`config.mk`:
```
export PLATFORM = sky130hd
export DESIGN_NAME = ppl_top
export DESIGN_NICKNAME = d
export VERILOG_FILES = /design/src/verilog/ppl_pkg.sv /design/src/verilog/ppl_probe.sv /design/src/verilog/ppl_top.sv
export SDC_FILE = /design/constraint.sdc
export NUM_CORES = 1
export LEC_CHECK = 0
export ABC_AREA = 1
export ABC_CLOCK_PERIOD_IN_PS = 1100
export BUFFER_PORTS_ARGS = -buffer_cell sky130_fd_sc_hd__buf_4
export CAP_MARGIN = 20
export CORE_MARGIN = 10
export CORE_UTILIZATION = 40
export DETAILED_ROUTE_END_ITERATION = 8
export PLACE_DENSITY = 0.76
export SYNTH_ARGS = -nofsm -noshare
export SYNTH_HDL_FRONTEND = slang
export SYNTH_HIERARCHICAL = 1
export SYNTH_SLANG_ARGS = --single-unit
```
`constraint.sdc`:
```
create_clock -name core_clk -period 1.1 [get_ports core_clk]
set_input_delay 0.055 -clock core_clk [delete_from_list [all_inputs] [get_ports core_clk]]
set_output_delay 0.055 -clock core_clk [all_outputs]
set_load 0.01 [all_outputs]
```
`src/verilog/ppl_pkg.sv`:
```
// Purpose: shared constants and types for the position probe latch
// Assumes: one clock, synchronous active-high reset
// Notes: control word layout per probe: enable, mode, source, rise, fall
package ppl_pkg;
  localparam int unsigned CTRL_W = 16;
  localparam int unsigned POS_W = 32;
  // Control word field positions, probe one low byte, probe two high byte
  localparam int unsigned C_EN1 = 0;
  localparam int unsigned C_MODE1 = 1;
  localparam int unsigned C_SRC1 = 2;
  localparam int unsigned C_RISE1 = 4;
  localparam int unsigned C_FALL1 = 5;
  localparam int unsigned C_EN2 = 8;
  localparam int unsigned C_MODE2 = 9;
  localparam int unsigned C_SRC2 = 10;
  localparam int unsigned C_RISE2 = 12;
  localparam int unsigned C_FALL2 = 13;
  // Writable control bits; 14 and 15 and the gaps are dropped
  localparam logic [15:0] CTRL_MASK = 16'h3737;
  // Status word field positions
  localparam int unsigned S_EN1 = 0;
  localparam int unsigned S_RISE1 = 1;
  localparam int unsigned S_FALL1 = 2;
  localparam int unsigned S_EN2 = 8;
  localparam int unsigned S_RISE2 = 9;
  localparam int unsigned S_FALL2 = 10;
  localparam logic [15:0] STAT_RESET = 16'h0000;
  localparam logic [31:0] POS_RESET = 32'h0000_0000;

  // Per-probe control fields
  typedef struct packed {
    logic enable;
    logic continuous;
    logic use_index;
    logic rise_en;
    logic fall_en;
  } ppl_probe_cfg_t;

  // Per-probe captured state
  typedef struct packed {
    logic enabled;
    logic rise_held;
    logic fall_held;
  } ppl_probe_stat_t;
endpackage

```
`src/verilog/ppl_probe.sv`:
```
// Purpose: one probe channel: edge detect and position capture
// Assumes: trigger inputs synchronous to core_clk
// Notes: single mode latches first edge only until probe is re-enabled
`timescale 1ns/1ps
module ppl_probe #(
  parameter int unsigned POS_W = 32
) (
  input wire logic core_clk,
  input wire logic rst,
  input wire ppl_pkg::ppl_probe_cfg_t cfg,
  input wire logic di_trig,
  input wire logic index_pulse,
  input wire logic [POS_W-1:0] position,
  output ppl_pkg::ppl_probe_stat_t stat,
  output logic [POS_W-1:0] rise_pos_q,
  output logic [POS_W-1:0] fall_pos_q
);
  logic trig;
  logic trig_q;
  logic rise_ev;
  logic fall_ev;
  logic rise_held_q;
  logic fall_held_q;
  logic en_q;

  // Index pulse marks the single-turn zero crossing on absolute encoders
  assign trig = cfg.use_index ? index_pulse : di_trig;
  assign rise_ev = cfg.enable & cfg.rise_en & trig & ~trig_q;
  assign fall_ev = cfg.enable & cfg.fall_en & ~trig & trig_q;

  // Previous trigger level for edge detection
  always_ff @(posedge core_clk)
  begin
    if (rst)
      trig_q <= 1'b0;
    else
      trig_q <= trig;
  end

  // Enable history; a fresh enable re-arms single mode
  always_ff @(posedge core_clk)
  begin
    if (rst)
      en_q <= 1'b0;
    else
      en_q <= cfg.enable;
  end

  // Rising capture; single mode keeps the first value only
  always_ff @(posedge core_clk)
  begin
    if (rst)
    begin
      rise_held_q <= 1'b0;
      rise_pos_q <= POS_W'(ppl_pkg::POS_RESET);
    end
    else if (rise_ev && (cfg.continuous || !rise_held_q))
    begin
      rise_held_q <= 1'b1;
      rise_pos_q <= position;
    end
    else if (!cfg.enable || (cfg.enable && !en_q))
      rise_held_q <= 1'b0; // Set wins: the event branch is tested first
  end

  // Falling capture, same shape as rising
  always_ff @(posedge core_clk)
  begin
    if (rst)
    begin
      fall_held_q <= 1'b0;
      fall_pos_q <= POS_W'(ppl_pkg::POS_RESET);
    end
    else if (fall_ev && (cfg.continuous || !fall_held_q))
    begin
      fall_held_q <= 1'b1;
      fall_pos_q <= position;
    end
    else if (!cfg.enable || (cfg.enable && !en_q))
      fall_held_q <= 1'b0;
  end

  assign stat.enabled = cfg.enable;
  assign stat.rise_held = rise_held_q;
  assign stat.fall_held = fall_held_q;

  // Held flag follows a rising edge within one cycle
  property p_rise_set;
    @(posedge core_clk) disable iff (rst)
      rise_ev |=> rise_held_q;
  endproperty
  a_rise_set: assert property (p_rise_set)
    else $error("rise flag not set after edge");

  property p_fall_pos;
    @(posedge core_clk) disable iff (rst)
      (fall_ev && !fall_held_q) |=> (fall_pos_q == $past(position));
  endproperty
  a_fall_pos: assert property (p_fall_pos)
    else $error("falling position not captured");

  property p_gate;
    @(posedge core_clk) disable iff (rst)
      (!cfg.rise_en && !rise_held_q) |=> !rise_held_q;
  endproperty
  a_gate: assert property (p_gate)
    else $error("rise captured while gated off");

  property p_off_clear;
    @(posedge core_clk) disable iff (rst)
      (!cfg.enable ##1 !cfg.enable) |-> (!rise_held_q && !fall_held_q);
  endproperty
  a_off_clear: assert property (p_off_clear)
    else $error("flags held while probe off");

  property p_index_src;
    @(posedge core_clk) disable iff (rst)
      (cfg.use_index && cfg.enable && cfg.rise_en && !rise_held_q
       && index_pulse && !trig_q) |=> rise_held_q;
  endproperty
  a_index_src: assert property (p_index_src)
    else $error("index pulse did not trigger");

  property p_single;
    @(posedge core_clk) disable iff (rst)
      (!cfg.continuous && rise_held_q && cfg.enable && en_q)
        |=> $stable(rise_pos_q);
  endproperty
  a_single: assert property (p_single)
    else $error("single mode overwrote value");

  c_rise: cover property (@(posedge core_clk) disable iff (rst) rise_ev);
  c_fall: cover property (@(posedge core_clk) disable iff (rst) fall_ev);
  c_both: cover property (@(posedge core_clk) disable iff (rst)
    rise_held_q && fall_held_q);
endmodule

```
`src/verilog/ppl_top.sv`:
```
// Purpose: two-probe position latch with control and status words
// Assumes: control word is held by process data, sampled every cycle
// Notes: status word is combinational from probe state, read-only
`timescale 1ns/1ps
module ppl_top #(
  parameter int unsigned POS_W = ppl_pkg::POS_W
) (
  input wire logic core_clk,
  input wire logic rst,
  input wire logic [15:0] probe_ctrl,
  input wire logic [1:0] di_trig,
  input wire logic index_pulse,
  input wire logic [POS_W-1:0] position,
  output logic [15:0] probe_latch_state,
  output logic [POS_W-1:0] p1_rise_pos,
  output logic [POS_W-1:0] p1_fall_pos,
  output logic [POS_W-1:0] p2_rise_pos,
  output logic [POS_W-1:0] p2_fall_pos
);
  logic [15:0] ctrl;
  ppl_pkg::ppl_probe_cfg_t cfg1;
  ppl_pkg::ppl_probe_cfg_t cfg2;
  ppl_pkg::ppl_probe_stat_t st1;
  ppl_pkg::ppl_probe_stat_t st2;

  // Drop unused control bits so they cannot steer anything
  assign ctrl = probe_ctrl & ppl_pkg::CTRL_MASK;

  // Field split of the control word
  assign cfg1 = '{enable: ctrl[ppl_pkg::C_EN1],
                  continuous: ctrl[ppl_pkg::C_MODE1],
                  use_index: ctrl[ppl_pkg::C_SRC1],
                  rise_en: ctrl[ppl_pkg::C_RISE1],
                  fall_en: ctrl[ppl_pkg::C_FALL1]};
  assign cfg2 = '{enable: ctrl[ppl_pkg::C_EN2],
                  continuous: ctrl[ppl_pkg::C_MODE2],
                  use_index: ctrl[ppl_pkg::C_SRC2],
                  rise_en: ctrl[ppl_pkg::C_RISE2],
                  fall_en: ctrl[ppl_pkg::C_FALL2]};

  ppl_probe #(.POS_W(POS_W)) u_p1 (
    .core_clk(core_clk),
    .rst(rst),
    .cfg(cfg1),
    .di_trig(di_trig[0]),
    .index_pulse(index_pulse),
    .position(position),
    .stat(st1),
    .rise_pos_q(p1_rise_pos),
    .fall_pos_q(p1_fall_pos)
  );

  ppl_probe #(.POS_W(POS_W)) u_p2 (
    .core_clk(core_clk),
    .rst(rst),
    .cfg(cfg2),
    .di_trig(di_trig[1]),
    .index_pulse(index_pulse),
    .position(position),
    .stat(st2),
    .rise_pos_q(p2_rise_pos),
    .fall_pos_q(p2_fall_pos)
  );

  // Status assembly; every bit not listed stays zero
  always_comb
  begin
    probe_latch_state = ppl_pkg::STAT_RESET;
    probe_latch_state[ppl_pkg::S_EN1] = st1.enabled;
    probe_latch_state[ppl_pkg::S_RISE1] = st1.rise_held;
    probe_latch_state[ppl_pkg::S_FALL1] = st1.fall_held;
    probe_latch_state[ppl_pkg::S_EN2] = st2.enabled;
    probe_latch_state[ppl_pkg::S_RISE2] = st2.rise_held;
    probe_latch_state[ppl_pkg::S_FALL2] = st2.fall_held;
  end

  property p_unused_zero;
    @(posedge core_clk) disable iff (rst)
      (probe_latch_state & ~16'h0707) == 16'h0000;
  endproperty
  a_unused_zero: assert property (p_unused_zero)
    else $error("unused status bit set");

  property p_en_mirror;
    @(posedge core_clk) disable iff (rst)
      probe_latch_state[ppl_pkg::S_EN2] == probe_ctrl[ppl_pkg::C_EN2];
  endproperty
  a_en_mirror: assert property (p_en_mirror)
    else $error("probe two enable not mirrored");

  c_p2_rise: cover property (@(posedge core_clk) disable iff (rst)
    probe_latch_state[9]);
endmodule

```
==> impl_summary.md, run 1 <==
Floorplanning
The cell row count is 45. The core region area is 15,310 µm². The initial standard-cell utilization of the core is about two fifths. Pin placement for this block handled 197 I/O pins. The floorplan step defined a die boundary enclosing between 20,000 and 25,000 µm².

The die height is approximately 150 µm. In this run the horizontal extent of the chip is around 150 µm.

Final layout
The antenna diode instance count is 0. The count of placed standard cells in the final layout, fillers left out is 1,415. The final net count is roughly 1,200.

Registers take approximately 2700 µm². The finished cells cover 9813 µm². The proportion of layout cells with a drive suffix above 1 is between 30% and 40%. The number of fillers in the final layout is around 1,300. Cells fill between 60% and 70% of the core in the end. The area taken by multi-input logic gates is between 2000 and 3000 µm². The area overhead of the layout relative to synthesis is 55.65%.

Critical path
For the worst setup path, the data required time is between 1000 and 1500 ps. The biggest fanout along the worst timing path is 8. The number of cells on the critical path is 7. In this run the critical register-to-register path is launched from u_p1/trig_q. The endpoint of the most critical register-to-register path is u_p1/rise_pos_q[17]. The depth of the worst register-to-register path is 7. In this run the register-to-register setup slack is -140 ps.

The count of buffering cells on the critical path with inverters included is 2. The data arrival time of the critical path is about 1600 ps. The capture point of the worst path is u_p1/rise_pos_q[17].

The standard cell with the maximum stage delay on the critical path is dfxtp_2. Walking the worst path, the cells encountered are inv_1, nand3_2, nor2_4, clkbuf_16, nand3_1, nand2_1, nor2_1. The worst setup path is of the reg2reg kind. The critical path launch point type is a register. The largest stage delay on the critical path is ~330 ps. The cell type group with the largest total delay on the critical path is simple AND/OR/NAND/NOR gates. The startpoint of the worst setup timing path is u_p1/trig_q. The element type at the critical path end is a register.

Yosys
Sequential cells were found to cover 43.18% of the synthesized design area. The commonest register cell after synthesis is dfxtp_1. The post-synthesis instance area is 6305 µm². By area the synthesized netlist is led by dfxtp_1 (43%), inv_1 (12%), nand2_1 (12%). In the post-synthesis netlist, the cell with the most instances is inv_1. The share of the synthesized area in the top cell type is 43.18%. By count the netlist is led by inv_1 (204), nand2_1 (202), nor2_1 (140). Of all cell types, the one taking the most synthesized area is dfxtp_1. The average size of a mapped cell is ~6.5 µm². In the synthesized netlist the async set-or-reset flop fraction comes to 0%.

The synthesis warning total is 6. Counting distinct cell types in the post-synthesis netlist gives 16. The post-synthesis cell count is a little under 1,000. The number of flip-flops and latches in the synthesized netlist is around 140. In this run, synthesis inferred 0 flip-flops with an integrated enable.

Job
Across the run, the number of max-cap violations was 0.

Run status
The flow ran to the end, but the final reports show violations. The final reports fail on setup timing.

Timing
The part of the cycle the worst path needs is 112.8%. The worst clock skew is 6.128 ps. Hold is met by roughly 30 ps.

Setup violations remaining at the end of the flow were counted as 130. For the finished layout, the period the worst path requires is between 1000 and 1500 ps. The number of slew-limit violations in the final report is 0. Timing would allow up to between 800 and 900 MHz.

The number of hold violations in the final report is 0. The total negative slack is -9869 ps. Setup repair after global routing could not meet its margin everywhere.

In the post-route analysis, the smallest setup slack over all paths is -141.1 ps.

Place
The instance area at placement is roughly 8000 µm². Before CTS, the worst setup slack after placement is -77.84 ps. Once detailed placement completed, the half-perimeter wirelength came to around 14,000 µm. The placer congestion estimate is between 0.8 and 0.9. During placement, the flow inserted port buffers numbering between 150 and 200.

The number of placed instances, taps included, is approximately 1,300.

Power and ir drop
The completed layout was analyzed and its total power is between 10 and 15 mW. Power spread over the standard cell area amounts to about 1400 nW/µm². The static leakage is roughly 4.9 nW.

The maximum VDD drop is 1.083 mV.

Global route
The initial antenna violation count is 0. The via count of the first global-routing pass is approximately 6,000. After global routing the overflow that remains totals 0. The first-pass GRT wire length is roughly 33,000 µm. The total track usage is a little under a fifth. Entering global routing, the biggest net connects 41 pins.

Worst hold path
The worst hold path belongs to the class in2reg.

Detailed routing
Summed over all layers, the routed wires come to between 20,000 and 25,000 µm. The initial DRC count is between 500 and 600. The residual DRC count is 0. In the final routed layout, each cell accounts on average for roughly 16 µm. The count of nets left with antenna violations once routing finished came out at 0. Detailed routing inserted a total of 6,792 vias. The number of iterations in the first detailed-routing pass is 5. The post-detailed-route via-to-cell ratio is between 4 and 5.

Clock network
The number of clock buffers added by TritonCTS is 17. After clock tree synthesis, the clock-pin slew on the worst setup and hold paths is 60 ps. The number of buffers between clock root and the deepest sink is 2. CTS saw 136 sinks.

The cell sitting at the root of the clock tree is a clkbuf_16. The clock latency on the worst-skew pair is 420 ps. The clock tree from TritonCTS is built.

The deepest level of the CTS H-tree is 4.
==> cell families after synthesis <==
family / share of synthesized area, %
other: 0.05948
AND/OR/NAND/NOR: 31.87
AO/OA/AOI/OAI: 5.398
buffers and inverters: 19.49
flip-flops: 43.18
==> worst min-delay path by stage <==
| stage | slack, ps | from | depth (start not counted) | endpoint |
|---|---|---|---|---|
| 2_1_floorplan | 120 | rst | 1 | u_p1/fall_held_q |
| 3_3_place_gp | 320 | probe_ctrl[0] | 3 | u_p1/en_q |
| 3_5_place_dp | 330 | probe_ctrl[0] | 3 | u_p1/en_q |
| 4_1_cts | 20 | position[21] | 5 | u_p1/rise_pos_q[21] |
| 5_1_grt | 50 | position[21] | 5 | u_p1/rise_pos_q[21] |
| 6_report | 30 | position[21] | 5 | u_p2/rise_pos_q[21] |
==> flip-flops by register name, indices dropped and copies added, names as in the netlist <==
signal,cells
u_p2/trig_q,1
u_p1/rise_held_q,1
u_p2/en_q,1
u_p1/fall_held_q,1
u_p2/fall_pos_q,32
u_p2/fall_held_q,1
u_p1/fall_pos_q,32
u_p2/rise_pos_q,32
u_p1/trig_q,1
u_p2/rise_held_q,1
u_p1/rise_pos_q,32
u_p1/en_q,1
==> area by class of cell <==
class                           count  share of cell area, %
Timing Repair Buffer              266                  26.21
Inverter                          208                  7.956
Clock buffer                       21                  4.896
Clock inverter                     11                  1.964
Multi-Input combinational cell    562                  28.47
Sequential cell                   136                  27.81
Tap cell                          211                  2.690
==> placed cells by master (no fill, tap or decap), drive strengths merged <==
cell type / Yosys / final
nor2: 142 / 142
conb: 1 / 10
nand2: 204 / 204
a21oi: 68 / 68
clkinv: 0 / 4
inv: 208 / 208
dlygate4sd3: 0 / 34
clkbuf: 10 / 31
dfxtp: 136 / 136
buf: 64 / 222
bufinv: 0 / 5
clkinvlp: 0 / 2
nand3: 138 / 138
==> worst reg2reg max path: cells and delay by family (launching register included) <==
family,cells,cell delay [ps]
buffers and inverters,2,290
DFF,1,330
and+or+nand+nor,5,540
==> timing repair <==
action                                  4_1_cts  5_1_grt
endpoints found under the hold margin        90        0
buffers inserted                              5        3
hold buffers                                 34        0
cloned                                        3       13
pin swaps                                     1       35
endpoints found under the setup margin       96      130
resized for setup                            30       74
==> metal layers <==
layer / wire length, µm / up-vias / track usage (%)
met2: 11180 / 333 / 31.01
met1: 9382 / 3093 / 22.99
li1: - / 3309 / -
met5: 0 / - / 0
met3: 1986 / 57 / 5.123
met4: 693 / 0 / 7.735
==> report_power, final <==
group,internal (mW),leakage (nW),switching [mW]
combinational,0.938,3.44,1.22
sequential,5.12,1.11,0.109
clock,4.26,0.325,2.24
total,10.3,4.87,3.56
Note: power is estimated with default switching activity, not from simulation.
==> inputs of run 2 (changes only) <==
--- a/config.mk
+++ b/config.mk
@@ -12,8 +12,7 @@
 export CORE_MARGIN = 10
 export CORE_UTILIZATION = 40
 export DETAILED_ROUTE_END_ITERATION = 8
-export PLACE_DENSITY = 0.76
+export PLACE_DENSITY = 0.77
 export SYNTH_ARGS = -nofsm -noshare
 export SYNTH_HDL_FRONTEND = slang
-export SYNTH_HIERARCHICAL = 1
 export SYNTH_SLANG_ARGS = --single-unit
==> run 2 against run 1 <==
Against the previous run: the run still ends with setup timing left; sequential cell count unchanged; area after synthesis decreased by 6.6%; clock skew increased by 1.1 ps; maximum frequency decreased by 2.0%; hold slack got worse by 9.0 ps; final area decreased by 5.9%; clock power decreased by 4.3%; global-route usage increased by 0.80 points; final cell count decreased by 16%; total power decreased by 1.8%; routed wire length decreased by 1.9%; critical endpoint is now u_p1.fall_pos_q[0]; largest power group unchanged.
==> impl_summary.md, run 2 <==
Run status
The flow ran to the end, but the final reports show violations. The checks that failed: setup timing.

Critical path
The startpoint of the worst setup timing path is u_p1.trig_q. In this run the worst setup path terminates at u_p1.fall_pos_q[0]. The register-to-register setup slack is -170 ps. For this run, the slowest stage of the critical path takes between 300 and 400 ps. The critical path goes through nand3_1, nor2_4, buf_12, clkbuf_16, nand3_1, nand2_1, nor2_1. The depth of the worst register-to-register path is 7.

The data arrival time of the critical path is 1580 ps. In this run the critical register-to-register path is captured at u_p1.fall_pos_q[0]. Counting stages on the worst path, the most repeated cell is nand3_1. The critical path in this run is classified as reg2reg. The worst setup path is captured at a register. STA puts the critical path data required time at 1410 ps.

The biggest fanout along the worst timing path is 8. The critical path launch point type is a register. On the critical path, the stage with the largest delay is an instance of dfxtp_2. The reg-to-reg startpoint is u_p1.trig_q.

Yosys
The cell with the most instances after synthesis is nor2_1. Of the post-synthesis cell area, the dominant cell type holds roughly 46%. The count of distinct cell types in the synthesized netlist is 13. The commonest cells after synthesis are nor2_1 (140), dfxtp_1 (136), nand2_1 (136), nand3_1 (136), a21oi_1 (132). Counting flops and latches in the post-synthesis netlist gives 136. Sorting the synthesized cells by area gives the leading types as dfxtp_1 (46%), nand3_1 (12%), a21oi_1 (11%). During synthesis, Yosys emitted a total of 0 warnings. Synthesis produced 816 cells.

The sequential-to-total area share from yosys stat is around 46%. The post-synthesis instance area is 5888 µm². Summed over all instances, the cell type with the most area after synthesis is dfxtp_1.

The async set-reset flop share out of synthesis is 0%. The average instance in the mapped netlist occupies around 7.2 µm². The number of enable-type register cells in the synthesized netlist is 0. The commonest register cell after synthesis is dfxtp_1.

Power and ir drop
The sequential share of power is 38.3%. The static leakage is 4.100 nW. The internal power of the cells totals approximately 10 mW. The power per cell area is around 1500 nW/µm². The logic gate share of total power is between 10% and 20%.

Of the total power, the clock network draws between 40% and 50%. Summing internal, switching and leakage power gives 13.64 mW. For this design the total switching power over the nets is between 3 and 4 mW. In this run switching power makes up a little over a quarter of total power. The maximum VDD drop is 1.030 mV.

Final layout
Counting the fill cells in the layout gives about 1,200. The count of placed standard cells in the final layout, fillers left out is around 1,200. In the final design database the tool counted roughly 1,000 nets.

The antenna diode instance count is 0. The proportion of layout cells with a drive suffix above 1 is between 30% and 40%. The library cells used most frequently in the layout, excluding fill and tap cells, are buf_4 (190), dfxtp_1 (131), nor2_1 (129). The library cell used most frequently in the layout, excluding fill and tap cells, is buf_4. The area overhead of the layout relative to synthesis is 56.80%.

Clock network
Clock tree synthesis found a total of ~140 sinks. TritonCTS built the clock tree. The clock latency on the worst-skew pair is about 430 ps. The tree is rooted in a clkbuf_16.

The deepest level of the CTS H-tree is 4. The total CTS buffers is 17. The number of buffers between clock root and the deepest sink is 2.

After clock tree synthesis, the clock-pin slew on the worst setup and hold paths is around 60 ps.

Timing
After layout, the worst path uses 115.2% of the clock period. After routing, the total negative slack on setup checks comes to -12,770 ps. The number of hold violations in the final report is 0. The highest clock rate is approximately 790 MHz.

Setup repair after global routing could not meet its margin everywhere. The worst hold margin is ~21 ps. The count of endpoints failing setup in the final report is between 100 and 150.

Across all setup checks in the final design, the least slack found is -166.9 ps. The shortest period the worst path allows is between 1000 and 1500 ps. The worst clock skew is between 7 and 8 ps. The number of slew-limit violations in the final report came to 0.

Global route
The via count of the first global-routing pass is 5,528. The first-pass GRT wire length is 31,340 µm. The initial antenna violation count came to 0. For this run, the total global-route usage over all layers was measured as between 15 and 20%. Entering global routing, the biggest net connects between 50 and 60 pins. Global routing finished with a remaining overflow of 0.

Detailed routing
The count of nets left with antenna violations once routing finished came out at 0. Before antenna repair, the detailed router went through 5 iterations. The average wire length per cell after detail routing is about 19 µm. The routed design has around 23,000 µm of wire. The number of vias after detailed routing is between 6,000 and 7,000.

For this run, design rule violations remaining after detail routing come to 0. The initial DRC count is 495. The post-detailed-route via-to-cell ratio is approximately 5.2.

Worst hold path
The class of the tightest hold or removal check is in2reg.

Place
The post-DP HPWL is 12,930 µm. The placer congestion estimate is roughly 0.8. At the placement stage, the worst setup path has a slack of -81.15 ps. Counting tap cells, the placed design contains a total of ~1,100 instances. The number of port buffers is 180.

Floorplanning
The floorplan step set the die height to between 100 and 150 µm. For this design the top-level I/O count stands at approximately 200. The die covers approximately 20,000 µm².

After floorplanning, the core was sized to cover approximately 14,000 µm². The floorplan has 44 rows. The die boundary width is 141.3 µm. The initial standard-cell utilization of the core is just over 40%.

Job
The count of max-cap constraint violations is 0.
## run 2: cell types whose count changed after synthesis
| cell | change |
|---|---|
| inv_1 | -160 |
| nand2_1 | -66 |
| a21oi_1 | +64 |
| buf_2 | +13 |
| buf_4 | +11 |
| clkbuf_1 | -9 |
| buf_1 | -8 |
| buf_6 | +6 |
| inv_2 | -4 |
| o21ai_1 | +4 |
| nand2_2 | -2 |
| nand3_2 | -2 |
| nor2_2 | -2 |
## run 2: power groups by stage
stage          Combinational [mW]  Clock (mW)  Sequential [mW]
3_3_place_gp                 1.66           0             5.31
4_1_cts                      1.93        6.29             5.22
2_1_floorplan               0.923           0             5.38
6_report                     2.19        6.22             5.23
3_5_place_dp                 1.69           0             5.31
5_1_grt                      2.34        6.53             5.24
## run 2: cells by family after synthesis
logic type	after synthesis	synth area share (%)
buffers and inverters	131	12.98
AO/OA/AOI/OAI	136	11.56
other	1	0.06369
flip-flops	136	46.24
AND/OR/NAND/NOR	412	29.15
## run 2: stage by stage
stage	cell area, µm²	utilization [%]
2_1_floorplan	5922	-
3_3_place_gp	7385	51.00
3_5_place_dp	7385	51.00
4_1_cts	8538	58.97
5_1_grt	9233	63.77
6_report	9233	63.77
## run 2: cell type report
cell class | count | area, µm² | area share [%]
inverter | 44 | 167.7 | 1.816
timing repair buffer | 239 | 2430 | 26.32
multi-input combinational | 558 | 3028 | 32.80
sequential | 136 | 2729 | 29.56
clock buffer | 21 | 480.5 | 5.204
tap | 184 | 230.2 | 2.494
clock inverter | 11 | 167.7 | 1.816
## run 2: routing by layer
metal  GRT usage (%)  vias up  wire length, µm
li1                -     2991                -
met1           25.06     2903             9138
met2           30.25      301            10580
met3           7.677       43             2556
met4           5.870        0              528
met5               0        -                0
## run 2: worst min-delay path by stage
stage / startpoint / end / slack, ps / cells after the start
global route: position[23] / u_p2.rise_pos_q[23] / 40 / 5
finish: position[1] / u_p2.rise_pos_q[1] / 20 / 5
CTS: position[12] / u_p1.rise_pos_q[12] / 7 / 5
detailed placement: probe_ctrl[8] / u_p2.en_q / 320 / 3
global placement: probe_ctrl[0] / u_p1.en_q / 310 / 3
floorplan: probe_ctrl[0] / u_p1.en_q / 160 / 2
## run 2: worst max-delay path, delay by kind of cell (launching register included)
family	cells	cell delay, ps
AND/OR/NAND/NOR	5	500
flip-flops	1	340
buffers and inverters	2	300
## run 2: what timing repair did
item                                    4_1_cts  5_1_grt
buffers inserted                              6        2
endpoints found under the setup margin      125      132
gates resized for setup                      43      106
hold buffers                                  5        0
gates cloned                                 10       11
pin swaps                                     6       28
endpoints found under the hold margin        11        0
==> inputs of run 3 (changes only) <==
--- a/config.mk
+++ b/config.mk
@@ -10,9 +10,10 @@
 export BUFFER_PORTS_ARGS = -buffer_cell sky130_fd_sc_hd__buf_4
 export CAP_MARGIN = 20
 export CORE_MARGIN = 10
-export CORE_UTILIZATION = 40
+export CORE_UTILIZATION = 46
 export DETAILED_ROUTE_END_ITERATION = 8
-export PLACE_DENSITY = 0.77
+export PLACE_DENSITY = 0.86
 export SYNTH_ARGS = -nofsm -noshare
 export SYNTH_HDL_FRONTEND = slang
 export SYNTH_SLANG_ARGS = --single-unit
+export TNS_END_PERCENT = 100
==> run 3 against run 2 <==
Against the previous run: the flow still finishes with violations (setup timing); register-to-register slack is essentially flat; critical path depth grew 1; via count grew 4.6%; critical endpoint is now u_p1.fall_pos_q[31]; clock-buffer cell count grew 3; worst setup slack lost 5.2 ps; sequential cell count is the same; global-route usage grew 2.1 points; maximum frequency shrank 0.41%; die area shrank 11%; non-clock buffer count grew 5; routed wire length grew 6.4%; largest cell class unchanged; combinational power grew 4%.
==> impl_summary.md, run 3 (same netlist as run 2, synthesis figures left out) <==
Floorplanning
The count of boundary I/O pins is between 150 and 200. The die boundary width is between 100 and 150 µm. From bottom edge to top edge, the die measures 133.1 µm. The floorplan has between 40 and 50 rows.

Once the floorplan was initialized, standard cells occupied between 40% and 50% of the core. The core region area is around 13,000 µm². The die covers between 15,000 and 20,000 µm².

Critical path
The reg-to-reg startpoint is u_p1.fall_held_q. The element type at the critical path end is a register. The startpoint of the worst setup timing path is u_p1.fall_held_q. The required time of the critical path is approximately 1400 ps. STA puts the critical path data arrival time at 1580 ps. The start-to-end type of the worst setup path is reg2reg. The biggest fanout along the worst timing path is 7. The critical path launch point type is a register.

Timing
The highest clock rate is 786.1 MHz. Subtracting the final worst setup slack from the clock period gives 1272 ps. Setup repair after global routing could not meet its margin everywhere. Between clock sinks in the finished design, the worst skew comes to 10.36 ps. Setup total negative slack on the finished layout was measured at -13,920 ps. Across all hold checks on the routed design, the worst slack comes to between 10 and 15 ps.

Once routing completed, OpenROAD measured the worst setup slack at -172.1 ps. Setup violations remaining at the end of the flow were counted as roughly 130. The number of slew-limit violations in the final report is 0. The worst path uses 115.6% of the clock period. The number of hold violations in the final report was 0.

Place
Once placement finished, the instance area stood at ~7400 µm². During placement, the flow inserted port buffers numbering 180. The HPWL after detailed placement is 12,770 µm. Routability-driven placement finished with a final weighted congestion of about 0.84. After detailed placement, the design holds a cell count of between 1,000 and 1,500.

Detailed routing
The total length of routed wires is ~24,000 µm. The number of vias after detailed routing is 6,522. The residual DRC count is 0. The number of iterations in the first detailed-routing pass is 5.

The average wire length per cell after detail routing is roughly 20 µm. The initial DRC count is about 640. The post-detailed-route via-to-cell ratio is 5.499.

The antenna violation net count after detailed routing is 0.

Final layout
Relative to the synthesized area, the layout overhead comes to 60.73%. The top cell types in the final layout, fill and taps aside, are buf_4 (184), nand2_1 (131), nor2_1 (130), dfxtp_1 (130), a21oi_1 (90). The count of placed standard cells in the final layout, fillers left out is roughly 1,200.

The most common library cell in the layout ignoring fill and taps is buf_4. The finished cells cover around 9500 µm². Cells with a size suffix above 1 make up between 40 and 50% of the layout. The antenna diode instance count is 0. The final net count is ~1,100.

Clock network
Clock tree synthesis selected as its root buffer the cell clkbuf_16. The total CTS buffers is 17. Counting along the longest clock path gives a buffer depth of 2. The register clock-pin slew on the reported worst setup and hold paths is about 60 ps. The clock sink count is approximately 140. The H-tree was split into 4 levels. TritonCTS built the clock tree. The clock latency on the worst-skew pair is 420 ps.

Global route
The total track usage is between 20 and 25%. The first global-routing pass estimated 31,410 µm of wire. The maximum number of pins on one net before global-route repair is between 60 and 70. The via count of the first global-routing pass is 5,825.

Summed over all layers, the global routing overflow is 0. The initial antenna violation count is 0.

Power and ir drop
The static leakage is 4.157 nW. The power per cell area is between 1000 and 1500 nW/µm². The maximum VDD drop is around 1.0 mV. The completed layout was analyzed and its total power is between 10 and 15 mW.

Run status
The run finished, with violations left. The final reports fail on setup timing.

Worst hold path
The worst hold path belongs to the class in2reg. The worst hold path begins at position[18].

Job
The count of max-cap constraint violations is 0.
==> run 3: routing by layer <==
layer | vias to the layer above | track usage, % | wire length, µm
li1 | 2987 | - | -
met1 | 3072 | 27.16 | 9494
met2 | 407 | 34.34 | 11630
met3 | 56 | 6.842 | 2437
met4 | 0 | 8.767 | 703
met5 | - | 0 | 0
==> run 3: cell type report <==
| cell class | instances | area [µm²] |
|---|---|---|
| inverters | 44 | 167.7 |
| fillers | 834 | 3104 |
| well taps | 172 | 215.2 |
| flip-flops and latches | 136 | 2730 |
| clock buffers | 24 | 491.7 |
| repair buffers | 244 | 2611 |
| multi-input cells | 558 | 3131 |
| clock inverters | 8 | 117.6 |
==> run 3: where the power goes <==
part           internal [mW]  total [mW]  switching [mW]
registers               5.11        5.23           0.120
clock network           3.79        5.91            2.12
logic                  0.977        2.27            1.30
==> run 3: what timing repair did <==
item                                    in CTS  in global routing
hold buffers                                 3                  0
buffers inserted                             6                  2
hold endpoints to repair                     8                  0
resized for setup                           50                117
endpoints found under the setup margin     117                133
pin swaps                                    8                 19
gates cloned                                10                 20
==> run 3: critical path, stage by stage (launching register included) <==
cell,delay [ps]
dfxtp_2,320
inv_2,70
nor2_4,40
nor2_4,170
buf_12,180
clkbuf_16,170
nand3_2,60
nand2_1,80
nor2_1,50
==> run 3: through the flow <==
step,setup WS (ps),util [%]
detailed placement,-65.47,58.60
global route,-203.6,75.30
floorplan,26.53,-
finish,-172.1,75.30
global placement,-31.25,58.60
CTS,-98.38,67.57
==> run 3: worst paths after layout <==
kind | end | cells past startpoint | slack [ps]
worst max-delay path | u_p1.fall_pos_q[31] | 8 | -170
worst min-delay path | u_p1.fall_pos_q[18] | 5 | 10
worst max register to register | u_p1.fall_pos_q[31] | 8 | -170
worst min register to register | u_p1.rise_pos_q[6] | 2 | 480
